$ cat config.mk
export PLATFORM = sky130hd
export DESIGN_NAME = plsup_top
export DESIGN_NICKNAME = d
export VERILOG_FILES = /design/src/plsup_pkg.sv /design/src/plsup_top.sv /design/src/plsup_sync.sv /design/src/plsup_port.sv
export SDC_FILE = /design/constraint.sdc
export NUM_CORES = 1
export LEC_CHECK = 0
export BUFFER_PORTS_ARGS = -buffer_cell sky130_fd_sc_hd__buf_2
export CORE_UTILIZATION = 45
export DETAILED_ROUTE_END_ITERATION = 8
export REMOVE_ABC_BUFFERS = 1
export SYNTH_ARGS = -nofsm -noshare
export SYNTH_HDL_FRONTEND = slang
export SYNTH_SLANG_ARGS = --single-unit
export TNS_END_PERCENT = 30
$ cat constraint.sdc
create_clock -name pclk -period 2.4 [get_ports pclk]
set_clock_uncertainty 0.2 [all_clocks]
set_input_delay 0.36 -clock pclk [delete_from_list [all_inputs] [get_ports pclk]]
set_output_delay 0.36 -clock pclk [all_outputs]
set_load 0.02 [all_outputs]
$ cat src/plsup_pkg.sv
package plsup_pkg;

    // Port count and field widths
    localparam int NP    = 2;
    localparam int AW    = 8;
    localparam int CNT_W = 8;
    localparam int SW    = 8 * NP;
    localparam int DLY_N = 4;

    // Register byte addresses
    localparam logic [AW-1:0] ADDR_CTRL = 8'h00;
    localparam logic [AW-1:0] ADDR_STAT = 8'h04;
    localparam logic [AW-1:0] ADDR_IRQ  = 8'h08;
    localparam logic [AW-1:0] ADDR_MASK = 8'h0C;
    localparam logic [AW-1:0] ADDR_THR  = 8'h10;
    localparam logic [AW-1:0] ADDR_ERR  = 8'h14;

    // Control field positions
    localparam int CTRL_AUTO   = 0;
    localparam int CTRL_ADVLIM = 1;
    localparam int CTRL_DLY    = 2;
    localparam int CTRL_MODE   = 8;

    // Status field positions
    localparam int STAT_LINK  = 0;
    localparam int STAT_ELD   = 4;
    localparam int STAT_RMODE = 5;
    localparam int STAT_MEAS  = 8;

    // Values after reset
    localparam logic [15:0]      CTRL_RST = 16'h0000;
    localparam logic [CNT_W-1:0] THR_RST  = 8'h10;

    // PHY reset pulse after a link failure
    localparam int CLK_NS     = 10;
    localparam int PHY_RST_US = 10;
    localparam int RST_CYC    = (PHY_RST_US * 1000 + CLK_NS - 1) / CLK_NS;
    localparam int RST_CNT_W  = 11;

    typedef enum logic [1:0] {
        MODE_MII   = 2'h0,
        MODE_RMII  = 2'h1,
        MODE_RGMII = 2'h2
    } plsup_mode_t;

    typedef enum logic [2:0] {
        ST_IDLE = 3'h1,
        ST_WAIT = 3'h2,
        ST_RST  = 3'h4
    } plsup_state_t;

endpackage

$ cat src/plsup_top.sv
module plsup_top (
    input  wire logic                           pclk,
    input  wire logic                           presetn,
    input  wire logic                           ce,
    input  wire logic [plsup_pkg::AW-1:0]       paddr,
    input  wire logic                           psel,
    input  wire logic                           penable,
    input  wire logic                           pwrite,
    input  wire logic [31:0]                    pwdata,
    output logic      [31:0]                    prdata,
    output logic                                pready,
    output logic                                pslverr,
    input  wire logic                           cfg_done,
    input  wire logic                           cfg_eld_off,
    input  wire logic [plsup_pkg::NP-1:0]       cfg_fx,
    input  wire logic [plsup_pkg::NP-1:0]       link_led,
    input  wire logic [plsup_pkg::NP-1:0]       rx_er,
    input  wire logic [plsup_pkg::NP-1:0]       rx_dv,
    input  wire logic [4*plsup_pkg::NP-1:0]     rxd,
    input  wire logic [plsup_pkg::NP-1:0]       tx_clk,
    input  wire logic [4*plsup_pkg::NP-1:0]     txd_in,
    input  wire logic [plsup_pkg::NP-1:0]       tx_en_in,
    output logic      [4*plsup_pkg::NP-1:0]     txd,
    output logic      [plsup_pkg::NP-1:0]       tx_en,
    output logic      [plsup_pkg::NP-1:0]       tx_er,
    output wire logic [plsup_pkg::NP-1:0]       phy_rst_n,
    output wire logic [plsup_pkg::NP-1:0]       an_restart,
    output logic                                adv_100fd_only,
    output logic                                irq
);
    import plsup_pkg::*;

    function automatic plsup_mode_t port_mode(input logic [15:0] c,
                                              input int          p);
        return plsup_mode_t'(c[CTRL_MODE + 2*p +: 2]);
    endfunction

    logic [15:0]       ctrl_q;
    logic [CNT_W-1:0]  thr_q;
    logic [2*NP-1:0]   mask_q;
    logic [2*NP-1:0]   stat_q;
    logic [2*NP-1:0]   stat_d;
    logic [2*NP-1:0]   evt;
    logic              eld_en_q;
    logic [NP-1:0]     fx_q;
    logic              rst_mode;

    logic [SW-1:0]     syn;
    logic [4*NP-1:0]   rxd_s;
    logic [NP-1:0]     link_s;
    logic [NP-1:0]     rxer_s;
    logic [NP-1:0]     dv_s;
    logic [NP-1:0]     txc_s;

    logic [NP-1:0]     inb_q;
    logic [NP-1:0]     link_q;
    logic [NP-1:0]     link_d;
    logic [NP-1:0]     rxer_q;
    logic [NP-1:0]     rxevt;
    logic [NP-1:0]     txc_q;
    logic [1:0]        phase_q;
    logic [2*NP-1:0]   meas_q;
    logic [4:0]        dl_q [NP][DLY_N];
    logic [4:0]        dl_sel [NP];
    wire  [CNT_W*NP-1:0] err_cnt;
    wire  [NP-1:0]     fail_evt;

    logic              setup;
    logic              wr;
    logic              hit_ctrl;
    logic              hit_stat;
    logic              hit_irq;
    logic              hit_mask;
    logic              hit_thr;
    logic              hit_err;
    logic              mapped;
    logic [31:0]       stat_word;
    logic [31:0]       rd_d;
    logic [2*NP-1:0]   w1c;

    // Pin inputs from outside the clock domain
    plsup_sync #(
        .W (SW)
    ) u_sync (
        .pclk    (pclk),
        .presetn (presetn),
        .ce      (ce),
        .d       ({tx_clk, rx_dv, rx_er, link_led, rxd}),
        .q       (syn)
    );

    assign rxd_s  = syn[4*NP-1:0];
    assign link_s = syn[5*NP-1:4*NP];
    assign rxer_s = syn[6*NP-1:5*NP];
    assign dv_s   = syn[7*NP-1:6*NP];
    assign txc_s  = syn[8*NP-1:7*NP];

    // Optical port forces reset signalling on all ports
    assign rst_mode = |fx_q;
    assign rxevt    = rxer_s & ~rxer_q;

    genvar gp;
    generate
        for (gp = 0; gp < NP; gp++)
        begin : g_port
            // Link from indication pin or in-band status
            assign link_d[gp] = (port_mode(ctrl_q, gp) == MODE_RGMII) ?
                                inb_q[gp] : link_s[gp];

            // Delay tap from manual setting or measured phase
            assign dl_sel[gp] = ctrl_q[CTRL_AUTO] ?
                                dl_q[gp][meas_q[2*gp +: 2]] :
                                dl_q[gp][ctrl_q[CTRL_DLY +: 2]];

            plsup_port u_port (
                .pclk       (pclk),
                .presetn    (presetn),
                .ce         (ce),
                .link_up    (link_q[gp]),
                .rx_er_evt  (rxevt[gp]),
                .eld_en     (eld_en_q),
                .rst_mode   (rst_mode),
                .thresh     (thr_q),
                .err_cnt    (err_cnt[CNT_W*gp +: CNT_W]),
                .an_restart (an_restart[gp]),
                .phy_rst_n  (phy_rst_n[gp]),
                .fail_evt   (fail_evt[gp])
            );
        end
    endgenerate

    // Link state, in-band capture, error edges
    always_ff @(posedge pclk or negedge presetn)
    begin
        if (!presetn)
        begin
            inb_q  <= '0;
            link_q <= '0;
            rxer_q <= '0;
        end
        else if (ce)
        begin
            for (int p = 0; p < NP; p++)
            begin
                if (!dv_s[p])
                    inb_q[p] <= rxd_s[4*p];
            end
            link_q <= link_d;
            rxer_q <= rxer_s;
        end
    end

    // Transmit clock phase measurement
    always_ff @(posedge pclk or negedge presetn)
    begin
        if (!presetn)
        begin
            phase_q <= '0;
            txc_q   <= '0;
            meas_q  <= '0;
        end
        else if (ce)
        begin
            phase_q <= phase_q + 1'b1;
            txc_q   <= txc_s;
            for (int p = 0; p < NP; p++)
            begin
                if (txc_s[p] && !txc_q[p])
                    meas_q[2*p +: 2] <= phase_q;
            end
        end
    end

    // Transmit delay line and registered outputs
    always_ff @(posedge pclk or negedge presetn)
    begin
        if (!presetn)
        begin
            for (int p = 0; p < NP; p++)
            begin
                for (int i = 0; i < DLY_N; i++)
                    dl_q[p][i] <= '0;
            end
            txd   <= '0;
            tx_en <= '0;
            tx_er <= '0;
        end
        else if (ce)
        begin
            for (int p = 0; p < NP; p++)
            begin
                dl_q[p][0] <= {tx_en_in[p], txd_in[4*p +: 4]};
                for (int i = 1; i < DLY_N; i++)
                    dl_q[p][i] <= dl_q[p][i-1];
                tx_en[p] <= dl_sel[p][4];
                if (port_mode(ctrl_q, p) == MODE_RMII)
                    txd[4*p +: 4] <= {2'h0, dl_sel[p][1:0]};
                else
                    txd[4*p +: 4] <= dl_sel[p][3:0];
            end
            tx_er <= '0;
        end
    end

    // Detection enable, changed only by loaded configuration
    always_ff @(posedge pclk or negedge presetn)
    begin
        if (!presetn)
        begin
            eld_en_q <= 1'b1;
            fx_q     <= '0;
        end
        else if (ce && cfg_done)
        begin
            eld_en_q <= ~cfg_eld_off;
            fx_q     <= cfg_fx;
        end
    end

    // APB decode
    assign setup    = psel & ~penable;
    assign wr       = psel & penable & pready & pwrite;
    assign hit_ctrl = (paddr == ADDR_CTRL);
    assign hit_stat = (paddr == ADDR_STAT);
    assign hit_irq  = (paddr == ADDR_IRQ);
    assign hit_mask = (paddr == ADDR_MASK);
    assign hit_thr  = (paddr == ADDR_THR);
    assign hit_err  = (paddr == ADDR_ERR);
    assign mapped   = hit_ctrl | hit_stat | hit_irq | hit_mask
                      | hit_thr | hit_err;

    assign stat_word = (32'(link_q) << STAT_LINK)
                     | (32'(eld_en_q) << STAT_ELD)
                     | (32'(rst_mode) << STAT_RMODE)
                     | (32'(meas_q) << STAT_MEAS);

    assign rd_d = hit_ctrl ? 32'(ctrl_q) :
                  hit_stat ? stat_word :
                  hit_irq  ? 32'(stat_q) :
                  hit_mask ? 32'(mask_q) :
                  hit_thr  ? 32'(thr_q) :
                  hit_err  ? 32'(err_cnt) : 32'h0000_0000;

    // Sticky events, set wins over write-one clear
    assign evt    = {fail_evt, link_q & ~link_d};
    assign w1c    = (wr && hit_irq) ? pwdata[2*NP-1:0] : '0;
    assign stat_d = (stat_q & ~w1c) | evt;

    // Bus answer one cycle after setup
    always_ff @(posedge pclk or negedge presetn)
    begin
        if (!presetn)
        begin
            pready  <= 1'b0;
            prdata  <= '0;
            pslverr <= 1'b0;
        end
        else if (ce)
        begin
            pready  <= setup;
            prdata  <= (setup && !pwrite) ? rd_d : '0;
            pslverr <= setup && !mapped;
        end
    end

    // Register writes
    always_ff @(posedge pclk or negedge presetn)
    begin
        if (!presetn)
        begin
            ctrl_q <= CTRL_RST;
            thr_q  <= THR_RST;
            mask_q <= '0;
        end
        else if (ce && wr)
        begin
            if (hit_ctrl)
                ctrl_q <= pwdata[15:0];
            if (hit_thr)
                thr_q <= pwdata[CNT_W-1:0];
            if (hit_mask)
                mask_q <= pwdata[2*NP-1:0];
        end
    end

    // Status, interrupt and advertisement outputs
    always_ff @(posedge pclk or negedge presetn)
    begin
        if (!presetn)
        begin
            stat_q         <= '0;
            irq            <= 1'b0;
            adv_100fd_only <= 1'b0;
        end
        else if (ce)
        begin
            stat_q         <= stat_d;
            irq            <= |(stat_d & mask_q);
            adv_100fd_only <= ctrl_q[CTRL_ADVLIM];
        end
    end

    eld_hold_a: assert property (@(posedge pclk) disable iff (!presetn)
        $fell(eld_en_q) |-> $past(cfg_done) && $past(ce))
        else $error("detection disabled without configuration");

    txer_low_a: assert property (@(posedge pclk) disable iff (!presetn)
        $past(ce) |-> tx_er == '0 ##1 tx_er == '0)
        else $error("transmit error driven");

    link_loss_a: assert property (@(posedge pclk) disable iff (!presetn)
        ce && link_q[0] && !link_d[0] |=> stat_q[0] ##1 stat_q[0]
        || !ce)
        else $error("link loss not flagged");

endmodule

$ cat src/plsup_sync.sv
module plsup_sync #(
    parameter int W = 1
) (
    input  wire logic         pclk,
    input  wire logic         presetn,
    input  wire logic         ce,
    input  wire logic [W-1:0] d,
    output logic      [W-1:0] q
);

    logic [W-1:0] s1_q;
    logic [W-1:0] s2_q;
    logic [W-1:0] s3_q;

    // Change accepted once stages two and three agree
    always_ff @(posedge pclk or negedge presetn)
    begin
        if (!presetn)
        begin
            s1_q <= '0;
            s2_q <= '0;
            s3_q <= '0;
            q    <= '0;
        end
        else if (ce)
        begin
            s1_q <= d;
            s2_q <= s1_q;
            s3_q <= s2_q;
            q    <= (s2_q & s3_q) | (q & (s2_q ^ s3_q));
        end
    end

endmodule

$ cat src/plsup_port.sv
module plsup_port (
    input  wire logic                        pclk,
    input  wire logic                        presetn,
    input  wire logic                        ce,
    input  wire logic                        link_up,
    input  wire logic                        rx_er_evt,
    input  wire logic                        eld_en,
    input  wire logic                        rst_mode,
    input  wire logic [plsup_pkg::CNT_W-1:0] thresh,
    output logic      [plsup_pkg::CNT_W-1:0] err_cnt,
    output logic                             an_restart,
    output logic                             phy_rst_n,
    output logic                             fail_evt
);
    import plsup_pkg::*;

    plsup_state_t         state_q;
    plsup_state_t         state_d;
    logic [RST_CNT_W-1:0] rcnt_q;
    logic [CNT_W-1:0]     cnt_d;
    logic                 trip;
    logic                 rst_done;

    // Error threshold reached on a live link
    assign trip = (state_q == ST_IDLE) && eld_en && link_up
                  && (err_cnt >= thresh);
    assign rst_done = (rcnt_q == RST_CNT_W'(RST_CYC - 1));

    // Count receive errors while idle on a live link
    assign cnt_d = (!link_up || state_q != ST_IDLE) ? '0 :
                   (rx_er_evt && err_cnt != '1) ? err_cnt + 1'b1 :
                   err_cnt;

    always_comb
    begin
        state_d = state_q;
        unique case (state_q)
            ST_IDLE:
                if (trip)
                    state_d = rst_mode ? ST_RST : ST_WAIT;
            ST_WAIT:
                if (!link_up)
                    state_d = ST_IDLE;
            ST_RST:
                if (rst_done)
                    state_d = ST_IDLE;
            default:
                state_d = ST_IDLE;
        endcase
    end

    always_ff @(posedge pclk or negedge presetn)
    begin
        if (!presetn)
        begin
            state_q    <= ST_IDLE;
            rcnt_q     <= '0;
            err_cnt    <= '0;
            an_restart <= 1'b0;
            phy_rst_n  <= 1'b0;
            fail_evt   <= 1'b0;
        end
        else if (ce)
        begin
            state_q    <= state_d;
            rcnt_q     <= (state_q == ST_RST) ? rcnt_q + 1'b1 : '0;
            err_cnt    <= cnt_d;
            an_restart <= trip && !rst_mode;
            phy_rst_n  <= (state_d != ST_RST);
            fail_evt   <= trip;
        end
    end

    restart_wait_a: assert property (@(posedge pclk) disable iff (!presetn)
        an_restart |-> state_q == ST_WAIT && !$past(rst_mode))
        else $error("restart issued outside copper mode");

    trip_react_a: assert property (@(posedge pclk) disable iff (!presetn)
        ce && trip |=> fail_evt && (an_restart || !phy_rst_n))
        else $error("threshold reached without reaction");

    wait_hold_a: assert property (@(posedge pclk) disable iff (!presetn)
        ce && state_q == ST_WAIT && link_up |=> state_q == ST_WAIT)
        else $error("left wait before link down");

    reset_fail_a: assert property (@(posedge pclk) disable iff (!presetn)
        ce && trip && rst_mode |=> !phy_rst_n ##1 !phy_rst_n)
        else $error("failure did not pulse phy reset");

    rst_pulse_a: assert property (@(posedge pclk) disable iff (!presetn)
        $rose(phy_rst_n) && $past(state_q) == ST_RST
        |-> $past(rcnt_q) == RST_CNT_W'(RST_CYC - 1))
        else $error("phy reset pulse length wrong");

endmodule

==> flow_summary.toml <==
[floorplanning]
initial_cell_density_of_the_core = 0.458
core_area_um2 = 22600
chipWidth_um = 154
fp.dieArea_um2 = 23600
io-pin-count = 128
die_h_um = 154
num_rows = 55

[yosys]
postSynthAreaPerCell_um2 = 11.5
register_area_share_after_synthesis = 0.505
synth_warnings = 0
synth_enable_flop_cells = 0
share_of_flip_flops_with_an_asynchronous_set_or_reset_after_synthesis = 1.00
yosys_reg_bits = 209
netlist_instances = 902
synth_area_um2 = 10400
number_of_distinct_library_cell_variants_in_the_gate_level_netlist_after_synthesis = 64
ys_dominant_reg_cell = "sky130_fd_sc_hd__dfrtp_1"

[clock_tree]
clk_pin_slew_ns = 0.06
clk-insertion-delay-late_ns = 0.53
clock-sinks = 209
cts_max_path_buffers = 3
cts_resized = 0
cts_buffers = 24
clockRootBuffer = "sky130_fd_sc_hd__clkbuf_16"
tritoncts = "yes"
h-tree-depth = 1

[sta]
final.period_utilization = 0.944
setup_viol_count_final = 0
setup_slack_ns = 0.135
layout_min_cycle_time_ns = 2.26
hold_violations = 0
grt_setup_unrepaired = "no"
worst_slew_pin_slew_ns = 0.703
maxClockFrequency_mhz = 442
worst_slew_margin_rel = 0.531
report.final.slew_viol_count = 0

[layout]
area_occupied_by_multi_input_gates_um2 = 4760
num-fill-cells = 1970
finish.cell_count_without_fillers = 1349
layout-area-overhead-vs-synth_pct = 20.2
layout.cells.most_common = "sky130_fd_sc_hd__dfrtp_1"
nets = 1153
layout_common_cells = "sky130_fd_sc_hd__dfrtp_1, sky130_fd_sc_hd__nand2_1, sky130_fd_sc_hd__mux2_2, sky130_fd_sc_hd__buf_2, sky130_fd_sc_hd__o21ai_0"
drive_gt1_frac = 0.280
regArea_um2 = 5240

[setup_path]
critPathLaunchType = "input port"
register_to_register_path_setup_slack_ns = 0.19
crit-reg2reg-launch = "g_port[1].u_port.err_cnt[0]$_DFFE_PN0P_"
worstPathMaxFanout = 8
crit_start = "paddr[1]"
critPathKind = "input port to register"
critPathCapture = "ctrl_q[6]$_DFFE_PN0P_"
crit-reg2reg-capture = "g_port[1].u_port.state_q[2]$_DFFE_PN0P_"
critPathArrivalTime_ns = 2.46
worst_ep_required_time_ns = 2.60
rr_worst_depth = 7
kind_of_capture_point_of_the_worst_setup_path = "register"

[drt]
routed_wire_length_per_instance_um = 16.9
dr.first_iter.drc_count = 328
detail_route.first_pass.iterations = 7
ant_nets = 0
vias = 7274
avgViaCountPerCell = 5.39
drc = 0
route.final.wire_length_um = 22700

[place]
place_worst_setup_slack_ns = -0.383
place.port_buffers = 87
place_congestion = 0.810
half_perimeter_wire_length_of_the_detailed_placement_result_um = 15800
post-place-cells = 1264

[power_and_ir_drop]
p_sw_mw = 2.45
seq_power_share = 0.463
total_power_mw = 9.40
combinationalPowerShare = 0.145
p_int_mw = 6.95
clkPwrFrac = 0.392
power_density_nw_per_um2 = 754
sw_frac_of_total = 0.260
leakagePower_nw = 5.63
vdd.ir_drop.worst_mv = 0.540

[worst_hold_path]
hp-class = "input port to register"

[flow_run]
max-cap-violations = 0

[global_routing]
track_usage = 0.200
gr-total-overflow = 0
first_pass_grt_wire_length_um = 38000
initial_antenna_violation_count = 1
grt_start_max_net_pins = 81
number_of_global_route_vias_before_repair = 7301

[status]
outcome = "completed"
## repair_timing
action,4_1_cts,5_1_grt
setup buffers,0,0
hold buffers,42,0
hold endpoints to repair,264,0
## power groups by stage
| stage | logic [mW] | registers [mW] | clock network (mW) |
|---|---|---|---|
| 4_1_cts | 1.38 | 4.36 | 3.79 |
| 3_3_place_gp | 1.29 | 4.40 | 0 |
| 6_report | 1.36 | 4.35 | 3.69 |
| 2_1_floorplan | 0.870 | 4.31 | 0 |
| 5_1_grt | 1.53 | 4.43 | 3.93 |
| 3_5_place_dp | 1.32 | 4.42 | 0 |
## how the worst min path moves through the flow
stage	startpoint	to	slack [ns]	cells after the start
2_1_floorplan	presetn	adv_100fd_only$_DFFE_PN0P_	-0.14	0
3_3_place_gp	presetn	prdata[7]$_DFFE_PN0P_	0.23	2
3_5_place_dp	presetn	u_sync.q[10]$_DFFE_PN0P_	0.23	2
4_1_cts	cfg_done	fx_q[1]$_DFFE_PN0P_	0.04	3
5_1_grt	cfg_done	fx_q[1]$_DFFE_PN0P_	0.07	3
6_report	cfg_done	fx_q[1]$_DFFE_PN0P_	0.05	3
## sequential cells by signal (all words and copies together) (netlist names), 16 cells and up
name,count
dl_q,40
g_port.u_port.rcnt_q,22
g_port.u_port.err_cnt,16
prdata,16
ctrl_q,16
## cell type report
| type | count | share of cell area |
|---|---|---|
| Sequential cell | 209 | 0.420 |
| Multi-Input combinational cell | 622 | 0.382 |
| Timing Repair Buffer | 165 | 0.0976 |
| Clock buffer | 31 | 0.0527 |
| Tap cell | 285 | 0.0286 |
| Clock inverter | 11 | 0.0113 |
| Inverter | 25 | 0.00753 |
| Antenna cell | 1 | 0.000201 |
## worst max-delay path, stage by stage
cell and delay, ns:
sky130_fd_sc_hd__buf_2 0.09, sky130_fd_sc_hd__or4_4 0.56, sky130_fd_sc_hd__or2_4 0.28, sky130_fd_sc_hd__or4_4 0.42
sky130_fd_sc_hd__or2_1 0.24, sky130_fd_sc_hd__buf_4 0.20, sky130_fd_sc_hd__mux2_4 0.31
## through the flow
stage | hold WS (ns) | TNS [ns] | area (um2) | utilization
final | 0.0507 | 0 | 12500 | 0.550
after global routing | 0.0678 | 0 | 12500 | 0.550
after detailed placement | 0.227 | -7.00 | 11200 | 0.496
after CTS | 0.0399 | 0 | 12500 | 0.550
after global placement | 0.228 | -6.67 | 11200 | 0.496
after floorplan | -0.136 | -8.56 | 10100 | -
## routing by layer
| layer | wire length [um] | GRT usage | part of all wire |
|---|---|---|---|
| met5 | 0 | 0 | 0 |
| met4 | 485 | 0.0524 | 0.021 |
| met3 | 991 | 0.0378 | 0.044 |
| met2 | 10700 | 0.329 | 0.47 |
| met1 | 10600 | 0.273 | 0.47 |
## synth_stat cells (5+ instances only)
library cell	number	share of area
sky130_fd_sc_hd__o22ai_1	5	0.0030
sky130_fd_sc_hd__xor2_1	12	0.010
sky130_fd_sc_hd__dfrtp_1	205	0.49
sky130_fd_sc_hd__ha_1	30	0.036
sky130_fd_sc_hd__buf_1	5	0.0018
sky130_fd_sc_hd__xnor2_1	11	0.0093
sky130_fd_sc_hd__mux2i_1	23	0.022
sky130_fd_sc_hd__nand4_1	9	0.0054
sky130_fd_sc_hd__nor2_1	54	0.020
sky130_fd_sc_hd__and3_1	6	0.0036
sky130_fd_sc_hd__mux2_2	94	0.10
sky130_fd_sc_hd__o21ai_0	60	0.029
sky130_fd_sc_hd__mux4_2	20	0.043
sky130_fd_sc_hd__clkbuf_1	33	0.012
sky130_fd_sc_hd__a21oi_1	35	0.017
sky130_fd_sc_hd__inv_1	25	0.0091
sky130_fd_sc_hd__nand2b_1	8	0.0048
sky130_fd_sc_hd__nand2_1	94	0.034
sky130_fd_sc_hd__o2bb2ai_1	14	0.012
sky130_fd_sc_hd__nor2b_1	10	0.0060
sky130_fd_sc_hd__a221o_1	7	0.0068
sky130_fd_sc_hd__nand3b_1	9	0.0065
sky130_fd_sc_hd__o32ai_1	5	0.0042
sky130_fd_sc_hd__mux2_4	10	0.014
sky130_fd_sc_hd__nor3_1	7	0.0034
sky130_fd_sc_hd__buf_4	22	0.016
sky130_fd_sc_hd__nand3_1	16	0.0077
## cells by family (layout without fill, tap and decap cells)
logic type / Yosys count / after routing / synth area share
adder cells (fa/ha/maj): 30 / 30 / 0.0362
AO/OA/AOI/OAI: 158 / 158 / 0.0976
multiplexers: 147 / 147 / 0.182
buffers and inverters: 88 / 232 / 0.0428
other: 1 / 19 / 0.000362
XOR/XNOR: 23 / 23 / 0.0194
flip-flops: 209 / 209 / 0.505
AND/OR/NAND/NOR: 246 / 246 / 0.116
Note: power is estimated with default switching activity, not from simulation.
